### src/shared/ismp_pkg.sv
package ismp_pkg;
    localparam int NUM_LINES   = 32;
    localparam int PRIO_W      = 2;
    localparam int ID_W        = 5;
    localparam int WAKE_P0_N   = 12;
    localparam int LINE_WAKE1  = 12;
    localparam int LINE_CAN    = 13;
    localparam int LINE_SSPB   = 14;
    localparam int LINE_TWI    = 15;
    localparam int LINE_TMR16A = 16;
    localparam int LINE_TMR16B = 17;
    localparam int LINE_TMR32A = 18;
    localparam int LINE_TMR32B = 19;
    localparam int LINE_SSPA   = 20;
    localparam int LINE_UART   = 21;
    localparam int LINE_ADC    = 24;
    localparam int LINE_WDT    = 25;
    localparam int LINE_BOD    = 26;
    localparam int LINE_GPIO3  = 28;
    localparam int GPIO_N      = 4;
    localparam int SSP_FLAGS   = 4;
    localparam int UART_FLAGS  = 6;
    localparam logic [PRIO_W-1:0] PRIO_NONE = 2'h3;

    // peripheral source flags as they arrive
    typedef struct packed {
        logic [WAKE_P0_N-1:0]  port0_wake;
        logic                  port1_pin0_wake;
        logic                  can_irq;
        logic [SSP_FLAGS-1:0]  sync_serial_port_b;
        logic                  twi_state_chg;
        logic [SSP_FLAGS-1:0]  tmr16a;
        logic [SSP_FLAGS-1:0]  tmr16b;
        logic [SSP_FLAGS-1:0]  tmr32a;
        logic [SSP_FLAGS-1:0]  tmr32b;
        logic [SSP_FLAGS-1:0]  sync_serial_port_a;
        logic [UART_FLAGS-1:0] uart;
        logic                  adc_done;
        logic                  wdt_irq;
        logic                  bod_irq;
        logic [GPIO_N-1:0]     gpio_port_irq;
    } ismp_src_t;

    typedef enum logic [1:0] {ST_IDLE, ST_ENTRY, ST_ACTIVE} ismp_state_t;

    typedef struct packed {
        ismp_src_t            src_s1;
        ismp_src_t            src_s2;
        logic [NUM_LINES-1:0] pend;
        ismp_state_t          st;
        logic [ID_W-1:0]      cur_id;
        logic [PRIO_W-1:0]    cur_prio;
        logic                 req;
        logic [ID_W-1:0]      req_id;
        logic                 taken;
    } ismp_regs_t;
endpackage

### src/core/ismp_ctrl.sv
// Contract
// - thirty-two vectored lines, each its own vector
// - four priority levels, mask at or below level
// - any combined source flag raises its line
// - line position implies no priority beyond number
// - lines 0-11 from port0 wake pins
// - line 12 from port1 pin0 wake
// - line 13 CAN, only on CAN variants
// - line 14 serial port b, 15 two-wire
// - late higher request preempts entry, no restart
// - lines 16-31 timers, serial, adc, gpio
`timescale 1ns/1ps
`default_nettype none
module ismp_ctrl #(
    parameter bit HAS_CAN = 1'b1
) (
    input  wire logic                               clk_sys,   // system clock
    input  wire logic                               resetn,    // async reset, low
    input  wire logic                               clk_en,    // freezes state when low
    input  wire ismp_pkg::ismp_src_t                src,       // raw source flags
    input  wire logic [ismp_pkg::NUM_LINES-1:0]     line_en,   // per-line enable
    input  wire logic [ismp_pkg::NUM_LINES*ismp_pkg::PRIO_W-1:0] line_prio, // per-line prio
    input  wire logic [ismp_pkg::PRIO_W-1:0]        mask_lvl,  // prio at/above masked
    input  wire logic                               mask_on,   // masking level active
    input  wire logic [ismp_pkg::NUM_LINES-1:0]     pend_clr,  // software clear pulses
    input  wire logic                               cpu_ack,   // entry finished
    input  wire logic                               cpu_eoi,   // handler returned
    output logic                                    irq_req,   // request to core
    output logic [ismp_pkg::ID_W-1:0]               irq_id,    // vector number
    output logic                                    irq_taken  // one-cycle: entry accepted
);
    ismp_pkg::ismp_regs_t r_r;
    ismp_pkg::ismp_regs_t r_nxt;
    logic [ismp_pkg::NUM_LINES-1:0] lines;
    ismp_pkg::ismp_src_t            src_q;

    // raw flags are synchronised one by one before any or-ing, so a
    // glitch between two unrelated flags never reaches a sync stage
    assign src_q = r_r.src_s2;

    // map flags onto lines; reserved lines 22,23,27 stay low
    always_comb begin
        lines = '0;
        lines[ismp_pkg::WAKE_P0_N-1:0] = src_q.port0_wake;
        lines[ismp_pkg::LINE_WAKE1]  = src_q.port1_pin0_wake;
        lines[ismp_pkg::LINE_CAN]    = HAS_CAN & src_q.can_irq;
        lines[ismp_pkg::LINE_SSPB]   = |src_q.sync_serial_port_b;
        lines[ismp_pkg::LINE_TWI]    = src_q.twi_state_chg;
        lines[ismp_pkg::LINE_TMR16A] = |src_q.tmr16a;
        lines[ismp_pkg::LINE_TMR16B] = |src_q.tmr16b;
        lines[ismp_pkg::LINE_TMR32A] = |src_q.tmr32a;
        lines[ismp_pkg::LINE_TMR32B] = |src_q.tmr32b;
        lines[ismp_pkg::LINE_SSPA]   = |src_q.sync_serial_port_a;
        lines[ismp_pkg::LINE_UART]   = |src_q.uart;
        lines[ismp_pkg::LINE_ADC]    = src_q.adc_done;
        lines[ismp_pkg::LINE_WDT]    = src_q.wdt_irq;
        lines[ismp_pkg::LINE_BOD]    = src_q.bod_irq;
        // gpio port 3 on 28 down to port 0 on 31
        for (int g = 0; g < ismp_pkg::GPIO_N; g++) begin
            lines[ismp_pkg::LINE_GPIO3+g] = src_q.gpio_port_irq[ismp_pkg::GPIO_N-1-g];
        end
    end

    // arbitration: lowest prio value wins, ties to lowest line number
    logic                        win_v;
    logic [ismp_pkg::ID_W-1:0]   win_id;
    logic [ismp_pkg::PRIO_W-1:0] win_p;
    logic [ismp_pkg::PRIO_W-1:0] p;
    always_comb begin
        win_v  = 1'b0;
        win_id = '0;
        win_p  = ismp_pkg::PRIO_NONE;
        p      = '0;
        for (int i = 0; i < ismp_pkg::NUM_LINES; i++) begin
            p = line_prio[i*ismp_pkg::PRIO_W +: ismp_pkg::PRIO_W];
            // masked when prio value not more urgent than mask level
            if (r_r.pend[i] && line_en[i] && !(mask_on && p >= mask_lvl)
                && (!win_v || p < win_p)) begin
                win_v  = 1'b1;
                win_id = ismp_pkg::ID_W'(i);
                win_p  = p;
            end
        end
    end

    // next-state
    always_comb begin
        r_nxt        = r_r;
        r_nxt.taken  = 1'b0;
        r_nxt.src_s1 = src;
        r_nxt.src_s2 = r_r.src_s1;
        // set beats clear so no event is lost
        r_nxt.pend   = (r_r.pend & ~pend_clr) | lines;
        case (r_r.st)
            ismp_pkg::ST_IDLE: begin
                if (win_v) begin
                    r_nxt.st       = ismp_pkg::ST_ENTRY;
                    r_nxt.req      = 1'b1;
                    r_nxt.req_id   = win_id;
                    r_nxt.cur_id   = win_id;
                    r_nxt.cur_prio = win_p;
                end
            end
            ismp_pkg::ST_ENTRY: begin
                // ack closes entry on the vector the core has fetched; a
                // swap in the ack cycle would clear a line never serviced
                if (cpu_ack) begin
                    r_nxt.st    = ismp_pkg::ST_ACTIVE;
                    r_nxt.req   = 1'b0;
                    r_nxt.taken = 1'b1;
                    r_nxt.pend[r_r.cur_id] = lines[r_r.cur_id];
                end else if (win_v && win_p < r_r.cur_prio) begin
                    // late arrival swaps vector, entry continues
                    r_nxt.req_id   = win_id;
                    r_nxt.cur_id   = win_id;
                    r_nxt.cur_prio = win_p;
                end
            end
            ismp_pkg::ST_ACTIVE: begin
                if (cpu_eoi) begin
                    r_nxt.st = ismp_pkg::ST_IDLE;
                end
            end
            default: r_nxt.st = ismp_pkg::ST_IDLE;
        endcase
    end

    // single state register
    always_ff @(posedge clk_sys or negedge resetn) begin
        if (!resetn) begin
            r_r <= '0;
        end else if (clk_en) begin
            r_r <= r_nxt;
        end
    end

    assign irq_req   = r_r.req;
    assign irq_id    = r_r.req_id;
    assign irq_taken = r_r.taken;
endmodule
`default_nettype wire

### config.mk
export PLATFORM = sky130hd
export DESIGN_NAME = ismp_ctrl
export DESIGN_NICKNAME = d
export VERILOG_FILES = /design/src/shared/ismp_pkg.sv /design/src/core/ismp_ctrl.sv
export SDC_FILE = /design/constraint.sdc
export NUM_CORES = 1
export LEC_CHECK = 0
export BUFFER_PORTS_ARGS = -buffer_cell sky130_fd_sc_hd__buf_2
export CORE_ASPECT_RATIO = 1.25
export CORE_MARGIN = 2
export CORE_UTILIZATION = 25
export CTS_CLUSTER_DIAMETER = 60
export DETAILED_ROUTE_END_ITERATION = 8
export SLEW_MARGIN = 40
export SYNTH_ARGS = -nofsm -noshare
export SYNTH_HDL_FRONTEND = slang
export SYNTH_SLANG_ARGS = --single-unit
### constraint.sdc
create_clock -name clk_sys -period 5.7 [get_ports clk_sys]
set_input_delay 1.14 -clock clk_sys [delete_from_list [all_inputs] [get_ports clk_sys]]
set_output_delay 1.14 -clock clk_sys [all_outputs]
set_load 0.02 [all_outputs]
==> results.md <==
* Initial antenna violation count at 5
* Post-Syn Area at 0.0108 mm²
* Worst Hold Class: reg -> reg
* Crit path time final at 7.00 ns
* GRT overflow at 0
* Leakage at 7.05 nW
* WL final at 37400 µm
* Worst IR Drop VDD at 0.000212 V
* Root Driver: clkbuf_16
* YS warnings at 0
* Cell at the slowest stage of the critical path: or3_4
* Failing checks: setup timing
* Worst-path fanout max at 6
* Fraction of layout cells with a size suffix above 1 at 0.448
* Final instance area at 0.0155 mm²
* Post-route ant nets at 0
* Largest net degree at the start of global routing at 107
* Slew Viols, Final at 0
* Setup WS post-layout at -1.30 ns
* Hold endpoint: r_r[29]
* Proportion of synthesized chip area in sequential cells at 0.339
* Final worst path period share at 1.23
* Vias per inst at 4.85
* Worst r2r src: r_r[19]
* CP arrival at 7.33 ns
* PwrDens at 279 mW/mm²
* Horiz. Die Dim at 190 µm
* Post-synth EDFFs at 0
* Syn Nets at 1399
* PortBufs at 194
* WP data required at 6.03 ns
* Seq cells post-synth at 147
* Fraction of registers with async set or reset after synthesis at 1.00
* Synth Area per Inst at 9.46 µm²
* Headroom to the max-slew limit at 0.559
* Syn Inst Count at 1145
* CP endpoint kind: flip-flop
* First-pass GRT wire length at 58600 µm
* Die height at 237 µm
* Gpl congestion at 0.873
* Area of placed instances at 0.0144 mm²
* DR pass1 iterations at 6
* Initial Utilization at 0.252
* Routed WL per cell at 16.9 µm
* Commonest non-fill, non-tap cells in the layout: 291 x buf_4, 191 x buf_2, 147 x dfrtp_1, 105 x mux2_2, 90 x nor2_1
* GR Util All Layers at 0.166
* Hold path start: lines[13]
* Worst Hold Depth at 1
* Max-Cap Viols at 0
* Register-to-register setup slack at -0.32 ns
* Reg2Reg Depth at 28
* Worst R2R End: r_r[8]
* Placed wire-length estimate at 30000 µm
* Final hold vios at 0
* Core outline area at 0.0430 mm²
* Kind of critical path: in -> reg
* Layout Nets at 1878
* Highest Clock Rate at 143 MHz
* CTS tree: done
* CTS Hold Bufs at 0
* Setup_tns at -8.64 ns
* Setup violations, final at 7
* I/O pin cnt at 195
* Std-Cell Rows at 85
* Vias in the first global route at 11100
* CTS H-Tree Depth at 4
* Synth unique cells at 101
* Die area at 0.0450 mm²
* Setup crit start kind: input port
* CTS buffer count at 17
* Clock skew at 0.0206 ns
* DRT iter0 DRCs at 494
* Pre-CTS setup slack at -1.86 ns
* Max incr delay on CP at 0.38 ns
* Unrepaired setup endpoints after global routing: yes
* Commonest non-fill, non-tap cell in the layout: buf_4
* Clk buf depth at 2
* Least-Margin Pin Slew at 0.662 ns
* Clock transition at the registers of the reported paths at 0.07 ns
* Via count at 10700
* Latest clock arrival within the worst-skew pair at 0.44 ns
* Status: complete, but fails checks
* Most common flop cell mapped by yosys: dfrtp_1
* Area delta synth->final at 43.2%
* Residual DRC at 0
* Clock sinks at 147
* Worst setup path start: mask_lvl[1]
* Worst hold slack at 0.497 ns
==> routing by layer <==
metal  vias up  GRT usage  wire (µm)
met4         2     0.0677       1150
li1       5274          -          -
met5         -          0         17
met3        63     0.0252       1350
met2       214      0.293      18700
met1      5134      0.201      16100
==> registers in the layout (all words and copies together) (netlist names) <==
signal / cells
r_nxt: 52
irq_taken: 1
r_r: 71
irq_req: 1
lines: 22
==> area by class of cell <==
class	count	area, µm²
timing repair inverter	1	7.51
tap	565	707
fill	4409	27400
multi-input combinational	904	7010
clock buffer	20	457
inverter	61	233
antenna	3	7.51
timing repair buffer	492	3280
sequential	147	3680
clock inverter	12	144
==> power breakdown <==
group          leakage (nW)  switching [mW]  internal [mW]
Sequential             1.71           0.173           1.21
Clock                 0.285           0.469          0.676
Combinational          5.05           0.876          0.927
==> stage by stage <==
stage               utilization  power [mW]  cells
CTS                       0.356        4.30   2192
detailed placement        0.335        3.04   2136
global placement          0.335        3.00   2136
finish                    0.361        4.33   2205
global route              0.361        4.59   2203
floorplan                     -        2.29   1145
==> worst max path at each step <==
stage	endpoint	slack, ns	cells past startpoint
floorplan	r_r[8]	-1.51	28
global placement	r_r[8]	-1.68	28
detailed placement	r_r[8]	-1.86	28
CTS	r_r[8]	-1.17	32
global route	r_r[8]	-1.51	33
finish	r_r[8]	-1.30	33
==> what timing repair did <==
action,in CTS,in global routing
gates resized for setup,19,27
setup endpoints to repair,7,7
gates cloned,1,0
hold endpoints to repair,0,0
pin swaps,32,17
buffers inserted,23,10
==> synth_stat cells, drive strengths merged (22+ instances only) <==
cell,n,share of area
clkbuf,25,0.0087
nor2,91,0.032
nand2,73,0.026
o211ai,37,0.027
inv,61,0.021
mux2,106,0.11
ha,66,0.076
o21ai,86,0.040
nand2b,35,0.021
a22o,25,0.020
a21oi,76,0.036
dfrtp,147,0.34
and2,22,0.014
==> cell families after synthesis <==
kind of cell    share of synthesized area
compound gates                      0.261
simple gates                        0.167
flops                               0.339
mux                                 0.111
buf+inv                            0.0357
fa+ha+maj                          0.0854
==> critical path: cells and delay by family <==
| kind | cells | cell delay, ns |
|---|---|---|
| AOI/OAI and AO/OA | 15 | 2.99 |
| and+or+nand+nor | 8 | 1.31 |
| buffers and inverters | 6 | 0.96 |
| adders and majority gates | 2 | 0.44 |
| muxes | 2 | 0.45 |
No activity file was read; power rests on OpenSTA's default activity.
